[config.mk]
export PLATFORM = sky130hd
export DESIGN_NAME = line_side_io
export DESIGN_NICKNAME = d
export VERILOG_FILES = /design/src/hdl/line_side_pkg.sv /design/src/hdl/line_side_io.sv /design/src/hdl/pin_sampler.sv
export SDC_FILE = /design/constraint.sdc
export NUM_CORES = 1
export LEC_CHECK = 0
export BUFFER_PORTS_ARGS = -buffer_cell sky130_fd_sc_hd__clkbuf_2
export CORE_ASPECT_RATIO = 0.5
export CORE_MARGIN = 10
export CORE_UTILIZATION = 45
export CTS_CLUSTER_SIZE = 10
export DETAILED_ROUTE_END_ITERATION = 16
export GPL_ROUTABILITY_DRIVEN = 1
export PLACE_DENSITY_LB_ADDON = 0.05
export SLEW_MARGIN = 20
export SYNTH_ARGS = -nofsm -noshare
export SYNTH_HDL_FRONTEND = slang
export SYNTH_SLANG_ARGS = --single-unit
[constraint.sdc]
create_clock -name ref_clk -period 2.17 [get_ports ref_clk]
set_clock_uncertainty 0.2 [all_clocks]
set_input_delay 0.1085 -clock ref_clk [delete_from_list [all_inputs] [get_ports ref_clk]]
set_output_delay 0.1085 -clock ref_clk [all_outputs]
set_load 0.05 [all_outputs]
[src/hdl/line_side_pkg.sv]
// Purpose: shared types and constants for the line-side and reference-input block
// Assumes: every external clock is slow enough to be sampled by ref_clk
// Notes: frame lengths are per 125 us frame at each reference rate
//
// Overview of operation
// - rx reference clock retimes only when selected
// - rx reference frame low at 51.84, else high
// - without rx reference frame, start is free
// - tx line frame aligns to low reference
// - tx line clock input retimes when selected, else per mode
// - datacom frame: low serial, high otherwise
// - line frame pulse: out-of-frame exit one frame
// - line frame pulse only when single-channel zero
// - line data sampled on line clock rise
// - external loss ORed with internal loss detection
// - tx data changes on output clock fall
// - tx clock out from selected source
package line_side_pkg;
    typedef enum logic [1:0] {RATE_51M84, RATE_19M44, RATE_6M48} ref_rate_t;
    typedef enum logic [1:0] {TXM_SONET, TXM_LOOP, TXM_DC_SERIAL, TXM_DC_PARALLEL} tx_mode_t;

    typedef struct packed {
        logic rx_ref_clock_select;
        ref_rate_t rx_ref_rate;
        logic tx_clock_source_select;
        tx_mode_t tx_mode;
        logic single_channel_mode_bit;
        logic multiframe_ind_internal;
        logic tx_frame_align_en;
    } line_cfg_t;

    typedef struct packed {
        logic loss_of_signal_status;
        logic out_of_frame;
        logic frame_pulse_used;
    } line_status_t;

    localparam int CLK_PERIOD_NS = 50;
    localparam logic [12:0] FRAME_BITS = 13'h1950;       // 6480 bits at 51.84
    localparam logic [12:0] FRAME_BYTES_19M44 = 13'h097E; // 2430 bytes
    localparam logic [12:0] FRAME_BYTES_6M48 = 13'h032A;  // 810 bytes
    localparam logic [1:0] OOF_EXIT_WITH_PULSE = 2'h1;
    localparam logic [1:0] OOF_EXIT_NORMAL = 2'h2;
    localparam int LOS_MIN_LOW_NS = 20;
    localparam int LOS_MIN_LOW_CYC_I = (LOS_MIN_LOW_NS + CLK_PERIOD_NS - 1) / CLK_PERIOD_NS;
    localparam logic [3:0] LOS_MIN_LOW_CYC = LOS_MIN_LOW_CYC_I[3:0];
    localparam int NO_CLK_NS = 4000;
    localparam int NO_CLK_CYC_I = NO_CLK_NS / CLK_PERIOD_NS;
    localparam logic [7:0] NO_CLK_CYC = NO_CLK_CYC_I[7:0];

    // pin sampler lane positions
    localparam int PIN_RX_CLK = 0;
    localparam int PIN_RX_DATA = 1;
    localparam int PIN_RX_FRAME = 2;
    localparam int PIN_EXT_LOS_N = 3;
    localparam int PIN_RREF_CLK = 4;
    localparam int PIN_RREF_FRAME = 5;
    localparam int PIN_TX_CLK = 6;
    localparam int PIN_TX_FRAME_N = 7;
    localparam int PIN_DC_CLK = 8;
    localparam int PIN_DC_FRAME = 9;
    localparam int PIN_TERM_CLK = 10;
    localparam int PIN_COUNT = 11;
endpackage : line_side_pkg

[src/hdl/line_side_io.sv]
// Purpose: line-side serial pins and reference timing inputs
// Assumes: all pin clocks run well below half of ref_clk
// Notes: every pin edge is found by sampling; output clock is regenerated
`timescale 1ns/1ps
`default_nettype none
module line_side_io
    import line_side_pkg::*;
(
    input wire logic ref_clk,
    input wire logic rst_n,
    input wire line_cfg_t cfg,
    input wire logic rx_line_clock_in,
    input wire logic rx_line_serial_in,
    input wire logic rx_line_frame_pulse,
    input wire logic ext_loss_of_signal_n,
    input wire logic internal_los,
    input wire logic rx_ref_clock_in,
    input wire logic rx_ref_frame_in,
    input wire logic tx_line_clock_in,
    input wire logic tx_frame_ref_in,
    input wire logic datacom_ref_clock_in,
    input wire logic datacom_ref_frame_in,
    input wire logic tx_terminal_serial_clock,
    input wire logic framing_match,
    input wire logic framing_lost,
    input wire logic tx_bit_in,
    output logic rx_bit,
    output logic rx_bit_valid,
    output logic rx_line_frame_mark,
    output logic rx_term_tick,
    output logic rx_term_sof,
    output logic tx_line_clock_out,
    output logic tx_line_serial_out,
    output logic tx_bit_req,
    output logic tx_line_sof,
    output logic tx_term_tick,
    output logic tx_term_sof,
    output line_status_t status
);
    typedef enum {ST_IN_FRAME, ST_OUT_OF_FRAME} frame_state_t;

    logic [PIN_COUNT-1:0] pins;
    logic [PIN_COUNT-1:0] lvl;
    logic [PIN_COUNT-1:0] rise;
    logic [PIN_COUNT-1:0] fall;

    logic rx_bit_r;
    logic rx_bit_valid_r;
    logic rx_frame_mark_r;
    logic frame_pulse_used_r;
    frame_state_t frame_state_r;
    logic [1:0] match_cnt_r;
    logic [1:0] exit_need;
    logic los_r;
    logic [7:0] no_clk_cnt_r;
    logic [3:0] ext_low_cnt_r;
    logic rx_src_rise;
    logic rx_frame_active;
    logic [12:0] rx_term_cnt_r;
    logic [12:0] rx_term_last;
    logic rx_term_tick_r;
    logic rx_term_sof_r;
    logic tx_src_level;
    logic tx_src_fall;
    logic tx_clk_r;
    logic tx_data_r;
    logic tx_req_r;
    logic [12:0] tx_line_cnt_r;
    logic tx_line_sof_r;
    logic datacom_mode;
    logic dc_frame_active;
    logic tx_term_tick_r;
    logic tx_term_sof_r;

    // turn a sampled pin into an active-high event, low-true when asked
    function automatic logic pulse_active(input logic level_in, input logic low_true);
        pulse_active = low_true ? ~level_in : level_in;
    endfunction : pulse_active

    // frame length in reference ticks for a given reference rate
    function automatic logic [12:0] frame_len(input ref_rate_t rate);
        unique case (rate)
            RATE_51M84: frame_len = FRAME_BITS;
            RATE_19M44: frame_len = FRAME_BYTES_19M44;
            RATE_6M48: frame_len = FRAME_BYTES_6M48;
            default: frame_len = FRAME_BITS;
        endcase
    endfunction : frame_len

    // fixed low-true pins enter inverted so a cleared sampler reads them as idle after reset
    assign pins = {tx_terminal_serial_clock, datacom_ref_frame_in, datacom_ref_clock_in,
                   ~tx_frame_ref_in, tx_line_clock_in, rx_ref_frame_in, rx_ref_clock_in,
                   ~ext_loss_of_signal_n, ~rx_line_frame_pulse, rx_line_serial_in,
                   rx_line_clock_in};

    pin_sampler #(.WIDTH(PIN_COUNT)) u_pins (
        .ref_clk(ref_clk),
        .rst_n(rst_n),
        .pin(pins),
        .level(lvl),
        .rise(rise),
        .fall(fall)
    );

    // receive line data and frame pulse, both taken at the line clock rise
    always_ff @(posedge ref_clk) begin
        if (!rst_n) begin
            rx_bit_r <= 1'b0;
            rx_bit_valid_r <= 1'b0;
            rx_frame_mark_r <= 1'b0;
        end else begin
            rx_bit_valid_r <= rise[PIN_RX_CLK];
            rx_frame_mark_r <= 1'b0;
            if (rise[PIN_RX_CLK]) begin
                rx_bit_r <= lvl[PIN_RX_DATA];
                // pulse is low during C1 bit 7; ignored in single-channel mode
                rx_frame_mark_r <= ~cfg.single_channel_mode_bit & lvl[PIN_RX_FRAME];
            end
        end
    end

    // the pulse counts as in use once seen while the input is enabled
    always_ff @(posedge ref_clk) begin
        if (!rst_n || cfg.single_channel_mode_bit) begin
            frame_pulse_used_r <= 1'b0;
        end else if (rx_frame_mark_r) begin
            frame_pulse_used_r <= 1'b1;
        end
    end

    // a known frame position lets the framer trust a single good frame
    assign exit_need = frame_pulse_used_r ? OOF_EXIT_WITH_PULSE : OOF_EXIT_NORMAL;

    // out-of-frame tracking; a loss in the same cycle as a match wins
    always_ff @(posedge ref_clk) begin
        if (!rst_n) begin
            frame_state_r <= ST_OUT_OF_FRAME;
            match_cnt_r <= 2'h0;
        end else begin
            unique case (frame_state_r)
                ST_IN_FRAME: begin
                    match_cnt_r <= 2'h0;
                    if (framing_lost) begin
                        frame_state_r <= ST_OUT_OF_FRAME;
                    end
                end
                ST_OUT_OF_FRAME: begin
                    if (framing_lost) begin
                        match_cnt_r <= 2'h0;
                    end else if (framing_match) begin
                        if (match_cnt_r + 2'h1 >= exit_need) begin
                            frame_state_r <= ST_IN_FRAME;
                            match_cnt_r <= 2'h0;
                        end else begin
                            match_cnt_r <= match_cnt_r + 2'h1;
                        end
                    end
                end
            endcase
        end
    end

    // internal detector: line clock has stopped toggling
    always_ff @(posedge ref_clk) begin
        if (!rst_n) begin
            no_clk_cnt_r <= 8'h00;
        end else if (rise[PIN_RX_CLK]) begin
            no_clk_cnt_r <= 8'h00;
        end else if (no_clk_cnt_r != NO_CLK_CYC) begin
            no_clk_cnt_r <= no_clk_cnt_r + 8'h01;
        end
    end

    // a low shorter than one sample period can slip between samples
    always_ff @(posedge ref_clk) begin
        if (!rst_n || !lvl[PIN_EXT_LOS_N]) begin
            ext_low_cnt_r <= 4'h0;
        end else if (ext_low_cnt_r != LOS_MIN_LOW_CYC) begin
            ext_low_cnt_r <= ext_low_cnt_r + 4'h1;
        end
    end

    // combined loss status from sampled pin levels plus the unsynchronised internal_los
    always_ff @(posedge ref_clk) begin
        if (!rst_n) begin
            los_r <= 1'b0;
        end else begin
            los_r <= (ext_low_cnt_r == LOS_MIN_LOW_CYC) | internal_los |
                     (no_clk_cnt_r == NO_CLK_CYC);
        end
    end

    // receive terminal timing from reference clock only when selected
    assign rx_src_rise = cfg.rx_ref_clock_select ? rise[PIN_RREF_CLK]
                                                 : rise[PIN_RX_CLK];
    assign rx_frame_active = pulse_active(lvl[PIN_RREF_FRAME],
                                          cfg.rx_ref_rate == RATE_51M84);
    assign rx_term_last = frame_len(cfg.rx_ref_rate) - 13'h0001;

    // free-running frame count; without a reference pulse the start is arbitrary
    always_ff @(posedge ref_clk) begin
        if (!rst_n) begin
            rx_term_cnt_r <= 13'h0000;
            rx_term_tick_r <= 1'b0;
            rx_term_sof_r <= 1'b0;
        end else begin
            rx_term_tick_r <= rx_src_rise;
            rx_term_sof_r <= 1'b0;
            if (rx_src_rise) begin
                if ((cfg.rx_ref_clock_select && rx_frame_active) ||
                    rx_term_cnt_r >= rx_term_last) begin
                    rx_term_cnt_r <= 13'h0000;
                    rx_term_sof_r <= 1'b1;
                end else begin
                    rx_term_cnt_r <= rx_term_cnt_r + 13'h0001;
                end
            end
        end
    end

    // transmit clock source: line clock input if selected, else by mode
    always_comb begin
        tx_src_level = lvl[PIN_TX_CLK];
        tx_src_fall = fall[PIN_TX_CLK];
        if (!cfg.tx_clock_source_select) begin
            unique case (cfg.tx_mode)
                TXM_SONET: begin
                    tx_src_level = lvl[PIN_TERM_CLK];
                    tx_src_fall = fall[PIN_TERM_CLK];
                end
                TXM_LOOP: begin
                    tx_src_level = lvl[PIN_RX_CLK];
                    tx_src_fall = fall[PIN_RX_CLK];
                end
                TXM_DC_SERIAL, TXM_DC_PARALLEL: begin
                    tx_src_level = lvl[PIN_DC_CLK];
                    tx_src_fall = fall[PIN_DC_CLK];
                end
            endcase
        end
    end

    // clock and data leave from flops in the same cycle, so data moves on the fall
    always_ff @(posedge ref_clk) begin
        if (!rst_n) begin
            tx_clk_r <= 1'b0;
            tx_data_r <= 1'b0;
            tx_req_r <= 1'b0;
        end else begin
            tx_clk_r <= tx_src_level & ~tx_src_fall;
            tx_req_r <= tx_src_fall;
            if (tx_src_fall) begin
                tx_data_r <= tx_bit_in;
            end
        end
    end

    // transmit line frame counter, realigned by the low reference pulse
    always_ff @(posedge ref_clk) begin
        if (!rst_n) begin
            tx_line_cnt_r <= 13'h0000;
            tx_line_sof_r <= 1'b0;
        end else begin
            tx_line_sof_r <= 1'b0;
            if (tx_src_fall) begin
                if ((cfg.tx_frame_align_en && lvl[PIN_TX_FRAME_N]) ||
                    tx_line_cnt_r == FRAME_BITS - 13'h0001) begin
                    tx_line_cnt_r <= 13'h0000;
                    tx_line_sof_r <= 1'b1;
                end else begin
                    tx_line_cnt_r <= tx_line_cnt_r + 13'h0001;
                end
            end
        end
    end

    // datacom terminal timing; ticks and frame starts only in the two datacom modes
    assign datacom_mode = (cfg.tx_mode == TXM_DC_SERIAL) || (cfg.tx_mode == TXM_DC_PARALLEL);
    assign dc_frame_active = pulse_active(lvl[PIN_DC_FRAME],
                                          cfg.tx_mode == TXM_DC_SERIAL);

    always_ff @(posedge ref_clk) begin
        if (!rst_n) begin
            tx_term_tick_r <= 1'b0;
            tx_term_sof_r <= 1'b0;
        end else begin
            tx_term_tick_r <= datacom_mode & rise[PIN_DC_CLK];
            tx_term_sof_r <= datacom_mode & rise[PIN_DC_CLK] & dc_frame_active;
        end
    end

    assign rx_bit = rx_bit_r;
    assign rx_bit_valid = rx_bit_valid_r;
    assign rx_line_frame_mark = rx_frame_mark_r;
    assign rx_term_tick = rx_term_tick_r;
    assign rx_term_sof = rx_term_sof_r;
    assign tx_line_clock_out = tx_clk_r;
    assign tx_line_serial_out = tx_data_r;
    assign tx_bit_req = tx_req_r;
    assign tx_line_sof = tx_line_sof_r;
    assign tx_term_tick = tx_term_tick_r;
    assign tx_term_sof = tx_term_sof_r;
    assign status = '{loss_of_signal_status: los_r,
                      out_of_frame: frame_state_r == ST_OUT_OF_FRAME,
                      frame_pulse_used: frame_pulse_used_r};
endmodule : line_side_io
`default_nettype wire

[src/hdl/pin_sampler.sv]
// Purpose: three-stage sampler with agreement filter and edge pulses
// Assumes: pins are asynchronous to ref_clk
// Notes: a change counts only once stages two and three agree
`timescale 1ns/1ps
`default_nettype none
module pin_sampler #(
    parameter int WIDTH = 1
) (
    input wire logic ref_clk,
    input wire logic rst_n,
    input wire logic [WIDTH-1:0] pin,
    output logic [WIDTH-1:0] level,
    output logic [WIDTH-1:0] rise,
    output logic [WIDTH-1:0] fall
);
    logic [WIDTH-1:0] s1_r;
    logic [WIDTH-1:0] s2_r;
    logic [WIDTH-1:0] s3_r;
    logic [WIDTH-1:0] level_r;
    logic [WIDTH-1:0] level_nxt;

    // stage one feeds stage two only, keeping metastability out of logic
    always_ff @(posedge ref_clk) begin
        if (!rst_n) begin
            s1_r <= '0;
            s2_r <= '0;
            s3_r <= '0;
        end else begin
            s1_r <= pin;
            s2_r <= s1_r;
            s3_r <= s2_r;
        end
    end

    // hold the last agreed value while the late stages disagree
    always_comb begin
        level_nxt = (s2_r & s3_r) | (level_r & (s2_r | s3_r));
    end

    always_ff @(posedge ref_clk) begin
        if (!rst_n) begin
            level_r <= '0;
        end else begin
            level_r <= level_nxt;
        end
    end

    assign level = level_r;
    assign rise = level_nxt & ~level_r;
    assign fall = ~level_nxt & level_r;
endmodule : pin_sampler
`default_nettype wire

==> run_results.csv, run 1 <==
group,metric,value,unit
critical_path,worstReg2RegEnd,"tx_line_cnt_r[11]",
yosys,synth_cells,427,
yosys,ys.flop_type,"dfxtp_1",
yosys,synth_seq_area_share,0.4845,
finish,layout_common_cells,"dfxtp_1, nor2_1, clkbuf_2, and2_1, nand2_1",
finish,final_layout_size_suffix_gt1_frac,0.1703,
grt,grt_pass1_vias,3184,
hold_path,min-delay-start,"cfg[8]",
yosys,yosys.area.top_type,"dfxtp_1",
yosys,synth_seq_cells,98,
critical_path,r2r_setup_slack,0.10,ns
sta,hold_viol,0,
placed_design,gp_congestion,0.8707,
finish,final_common_cell,"dfxtp_1",
critical_path,worst-path-buf-inv,1,
routing,wl_per_cell,13.26,microns
sta,hold_slack,0.05128,ns
grt,grt-ovfl-total,0,
pwr,peakVddDrop,0.3767,mV
clock_network,cts.clk_slew.worst_paths,0.06,ns
critical_path,crit_required,2.20,ns
sta,min_period,2.103,ns
finish,stdcell_area,5002,sq um
yosys,synthTopCellsByArea,"dfxtp_1, ha_1, and2_1",
hold_path,min_delay_worst_endpoint,"rx_term_tick",
pwr,power-per-cell-area,699.0,nW/um^2
yosys,synth-edff-count,0,
placed_design,placed_area,4477,sq um
critical_path,startpoint,"cfg[3]",
critical_path,slowest_stage,"dlygate4sd3_1",
clock_network,clockBufferDepth,2,
critical_path,cp-start-kind,"input port",
floorplanning,die-width,154.1,microns
sta,setup_viol,0,
clock_network,clock-root-buffer,"clkbuf_16",
critical_path,crit_type,"in -> reg",
routing,dr.pass1.iters,4,
yosys,syn-num-nets,473,
critical_path,worst-r2r-cell-count,5,
flow_run,cap_violations,0,
finish,multi_input_area,2003,sq um
finish,fillCellCount,784,
clock_network,cts.sinks,98,
floorplanning,die_h,87.08,microns
yosys,synth_top_area_share,0.4845,
routing,via_per_inst,5.073,
critical_path,rr_startpoint,"u_pins.s3_r[10]",
grt,grt_first_pass_wirelength,14390,microns
clock_network,tritoncts,"yes",
hold_path,hold_path.class,"in -> reg",
grt,track_usage,0.1297,
clock_network,cts_inserted_buffers,9,
critical_path,worstPathCellList,"dlygate4sd3_1 > or4b_4 > o311a_4 > or4_4 > xor2_2 > nor2_2",
grt,grt_max_degree,21,
sta,fmax,475.6,MHz
finish,final_util,0.5725,
floorplanning,pin_count,40,
status,status,"finished, final reports clean",
routing,drc,0,
sta,rsz0062_at_grt,"no",
critical_path,critical-path-top-delay-family,"simple AND/OR/NAND/NOR gates",
sta,finalMaxSlewViolations,0,
finish,antennaDiodeCount,0,
pwr,cellLeakagePower,2.057,nW
finish,fin_nets,553,
critical_path,worstPathArrival,2.14,ns
critical_path,slowest_delay,0.61,ns
clock_network,htree_levels,3,
critical_path,critPathMaxFanout,4,
yosys,postSynthAreaPerCell,9.482,sq um
sta,slew_headroom,0.7197,
finish,final-seq-area,1962,sq um
sta,tightest_slew,0.4147,ns
yosys,async_reset_ff_frac,0,
routing,vias,3186,
floorplanning,core_area,8738,sq um
floorplanning,rows,24,
floorplanning,start_util,0.4633,
routing,wirelength,8327,microns
sta,finalSetupTns,0,ns
clock_network,clk_latency,0.33,ns
placed_design,io_buffers,38,
yosys,yosys_warnings,0,
placed_design,dp_hpwl,6038,microns
yosys,synth_area,4049,sq um
yosys,synth.distinct_cells,54,
routing,drtAntennaViolNets,0,
critical_path,endpoint_kind,"flop",
routing,drt_iter0_markers,99,
finish,syn_to_final_growth,23.55,%
grt,antenna_found_initial,0,
sta,finalCritPeriodShare,0.9689,
hold_path,min_path_cells,3,
floorplanning,dieArea,13420,sq um
Yosys cell counts (2+ instances only):
master and n:
a21oi_1 22, a32o_1 2, and2_1 31, and3_1 10, and4_1 3, and4b_1 2, buf_2 2, buf_4 2
clkbuf_1 9, dfxtp_1 98, ha_1 20, inv_1 12, mux2i_1 4, nand2_1 25, nand2b_1 3, nand3_1 17
nand4_1 7, nand4b_1 2, nor2_1 50, nor3_1 12, nor3b_1 3, nor4_1 4, nor4bb_1 3, o211ai_1 2
o21ai_0 18, or4_1 2, xnor2_1 16, xor2_1 20
metal layers:
| layer | track usage | part of all wire | vias up |
|---|---|---|---|
| met3 | 0.04142 | 0.035 | 7 |
| met4 | 0.04007 | 0.0084 | 0 |
| met2 | 0.2264 | 0.49 | 37 |
| li1 | - | - | 1625 |
| met1 | 0.1498 | 0.47 | 1517 |
| met5 | 0 | 0 | - |
area by class of cell:
cell class              instances  share of cell area
clock inverters                 5            0.006503
multi-input cells             303              0.4004
flip-flops and latches         98              0.3922
clock buffers                  10             0.04577
inverters                      13            0.009755
repair buffers                 82              0.1161
well taps                     117             0.02926
cell families (layout without fill, tap and decap cells):
logic type	after synthesis	count (layout)	synth area share
buf+inv	26	110	0.02657
fa+ha+maj	20	20	0.06180
compound gates	56	56	0.08838
flops	98	98	0.4845
xor+xnor	36	36	0.07787
simple gates	186	186	0.2482
mux	5	5	0.01267
registers in the layout, indices dropped and copies added, names as in the netlist, 2 cells and up:
name           count
match_cnt_r        2
tx_line_cnt_r     13
no_clk_cnt_r       8
u_pins.s1_r       11
u_pins.level      11
u_pins.s3_r       11
u_pins.s2_r       11
rx_term_cnt_r     13
ext_low_cnt_r      4
metrics by stage:
step           setup slack (ns)  std cells  power [W]
2_1_floorplan          0.007864        427   0.002015
3_3_place_gp           -0.04473        589   0.002091
3_5_place_dp            -0.1217        589   0.002098
4_1_cts                0.002660        627   0.003560
5_1_grt                 0.01138        628   0.003671
6_report                0.06750        628   0.003497
power by group:
| group | internal, W | switching, W | leakage (nW) |
|---|---|---|---|
| clock network | 0.000766 | 0.000643 | 0.120 |
| logic | 0.000114 | 0.000113 | 1.14 |
| registers | 0.00184 | 0.0000236 | 0.797 |
worst max-delay path by stage:
stage,to,slack (ns),cells after the start
2_1_floorplan,rx_term_cnt_r[10],0.008,10
4_1_cts,tx_line_cnt_r[11],0.003,7
6_report,tx_line_cnt_r[11],0.07,6
3_3_place_gp,rx_term_cnt_r[1],-0.04,11
5_1_grt,rx_term_cnt_r[10],0.01,7
3_5_place_dp,rx_term_cnt_r[7],-0.12,11
what timing repair did:
action                     4_1_cts  5_1_grt
resized for setup                0        5
hold endpoints to repair        26        0
setup endpoints to repair        0        3
hold buffers                    23        0
buffers inserted                 0        2
worst min-delay path: cells and delay by family:
family / cells / cell delay (ns)
buffers and inverters: 1 / 0.13
AOI/OAI and AO/OA: 1 / 0.11
and+or+nand+nor: 1 / 0.18
No activity file was read; power rests on OpenSTA's default activity.
==> run 2: changes to the inputs <==
- CORE_ASPECT_RATIO: 0.5 -> 0.8
- PLACE_DENSITY: default -> 0.66
- PLACE_DENSITY_LB_ADDON: 0.05 -> default
==> run_results.csv, run 2 (synthesized netlist as in run 1, its figures left out) <==
group,metric,value,unit
clock_network,clk_latency,0.34,ns
status,status,"finished, final reports clean",
pwr,internal_power,0.002737,W
floorplanning,rows,30,
critical_path,cp-start-kind,"flop",
placed_design,dp_hpwl,5714,microns
flow_run,cap_violations,0,
clock_network,cts.clk_slew.worst_paths,0.07,ns
sta,slew_headroom,0.5548,
sta,hold_viol,0,
sta,fmax,480.3,MHz
finish,final_layout_size_suffix_gt1_frac,0.1650,
grt,grt_pass1_vias,2933,
floorplanning,pin_count,40,
sta,rsz0062_at_grt,"no",
finish,final_common_cell,"dfxtp_1",
critical_path,rr_startpoint,"u_pins.s3_r[10]",
pwr,power-per-cell-area,724.4,nW/um^2
critical_path,critical-path-top-delay-family,"simple AND/OR/NAND/NOR gates",
pwr,clockPowerShare,0.421,
clock_network,clock-root-buffer,"clkbuf_16",
grt,grt_max_degree,36,
critical_path,critPathMaxFanout,5,
finish,largest_registers,"rx_term_cnt_r (13), tx_line_cnt_r (13)",
floorplanning,start_util,0.4690,
clock_network,clockBufferDepth,2,
finish,final_util,0.5730,
finish,multi_input_area,2009,sq um
grt,track_usage,0.1205,
finish,final-seq-area,1962,sq um
finish,fin_nets,544,
finish,syn_to_final_growth,22.19,%
floorplanning,die-width,126.1,microns
finish,antennaDiodeCount,0,
sta,tightest_slew,0.6664,ns
hold_path,min_path_cells,4,
clock_network,cts.sinks,98,
critical_path,slowest_stage,"or4b_4",
grt,grt_first_pass_wirelength,13650,microns
hold_path,min-delay-start,"cfg[5]",
floorplanning,die_h,104.8,microns
finish,fillCellCount,742,
routing,drt_iter0_markers,111,
critical_path,endpoint_kind,"flop",
clock_network,tritoncts,"yes",
routing,wl_per_cell,12.92,microns
critical_path,crit_required,2.20,ns
finish,layout_common_cells,"dfxtp_1, nor2_1, clkbuf_2, and2_1, nand2_1",
hold_path,min_delay_worst_endpoint,"tx_line_clock_out",
routing,drc,0,
critical_path,slowest_delay,0.55,ns
placed_design,gp_congestion,0.8834,
pwr,peakVddDrop,0.5194,mV
critical_path,worstPathCellList,"or4b_4 > o311a_4 > or4_4 > xor2_2 > nor2_2",
critical_path,crit_type,"reg -> reg",
grt,antenna_found_initial,0,
routing,wirelength,7945,microns
sta,finalSetupTns,0,ns
grt,grt-ovfl-total,0,
routing,vias,3120,
sta,finalMaxSlewViolations,0,
routing,dr.pass1.iters,4,
clock_network,cts_inserted_buffers,9,
critical_path,worstPathArrival,2.11,ns
floorplanning,dieArea,13220,sq um
critical_path,r2r_setup_slack,0.09,ns
placed_design,io_buffers,38,
routing,drtAntennaViolNets,0,
pwr,seq_power_share,0.519,
hold_path,hold_path.class,"in -> reg",
sta,finalCritPeriodShare,0.9594,
routing,via_per_inst,5.073,
pwr,p_comb_frac,0.060,
critical_path,worst-r2r-cell-count,5,
critical_path,worst-path-buf-inv,0,
sta,setup_viol,0,
pwr,switching_share,0.2363,
pwr,cellLeakagePower,2.025,nW
clock_network,htree_levels,3,
pwr,p_total,0.003584,W
critical_path,worstReg2RegEnd,"tx_line_cnt_r[11]",
floorplanning,core_area,8633,sq um
sta,min_period,2.082,ns
pwr,p_switching,0.0008470,W
## run 2: cell count changes in the layout (fill, tap and decap cells not counted), moves of 2 or more
cell | previous run | this run
buf_4 | 22 | 15
dlygate4sd3_1 | 23 | 20
a21oi_1 | 20 | 22
a21oi_2 | 2 | 0
clkinv_4 | 0 | 2
clkinvlp_4 | 3 | 1
inv_6 | 0 | 2
## run 2: layout make-up
cell class                      count  share of cell area
Multi-Input combinational cell    303              0.4062
Sequential cell                    98              0.3966
Timing Repair Buffer               73              0.1017
Clock buffer                        9             0.04552
Tap cell                          112             0.02833
Clock inverter                      7             0.01189
Inverter                           13            0.009863
## run 2: repair_timing
| action | 4_1_cts | 5_1_grt |
|---|---|---|
| buffers inserted | 0 | 0 |
| resized for setup | 0 | 6 |
| hold buffers | 20 | 0 |
| endpoints found under the hold margin | 22 | 0 |
| endpoints found under the setup margin | 0 | 9 |
## run 2: through the flow
stage / hold slack [ns] / cell area (sq um) / setup slack (ns) / cells
after floorplan: -0.02481 / 4051 / 0.007864 / 427
after global placement: 0.06126 / 4433 / -0.05272 / 579
after detailed placement: 0.06471 / 4433 / -0.1600 / 579
after CTS: 0.003283 / 4917 / 0.06413 / 615
after global routing: 0.02626 / 4947 / 0.003331 / 615
final: 0.01580 / 4947 / 0.08816 / 615
## run 2: how the worst max path moves through the flow
stage                          from                end  slack, ns  depth (start not counted)
floorplan                    cfg[6]  rx_term_cnt_r[10]      0.008                         10
global placement             cfg[6]   rx_term_cnt_r[4]      -0.05                         11
detailed placement           cfg[6]   rx_term_cnt_r[2]      -0.16                         11
CTS                 u_pins.s3_r[10]  tx_line_cnt_r[11]       0.06                          5
global route                 cfg[6]   rx_term_cnt_r[5]      0.003                         11
finish              u_pins.s3_r[10]  tx_line_cnt_r[11]       0.09                          5
## run 2: worst min-delay path: cells and delay by family
kind / cells / cell delay, ns
buffers and inverters: 1 / 0.13
and+or+nand+nor: 2 / 0.21
AOI/OAI and AO/OA: 1 / 0.07
## run 2: power groups by stage
stage,Combinational [W],Clock [W],Sequential (W)
3_5_place_dp,0.000190,0,0.00190
3_3_place_gp,0.000184,0,0.00190
6_report,0.000215,0.00151,0.00186
5_1_grt,0.000242,0.00161,0.00187
4_1_cts,0.000217,0.00154,0.00186
2_1_floorplan,0.000110,0,0.00190
## run 2: metal layers
| metal | vias to the layer above | track usage | share of wire |
|---|---|---|---|
| met4 | 0 | 0.02760 | 0.0067 |
| li1 | 1616 | - | - |
| met1 | 1450 | 0.1598 | 0.51 |
| met3 | 5 | 0.04091 | 0.037 |
| met5 | - | 0 | 0 |
| met2 | 49 | 0.1842 | 0.45 |
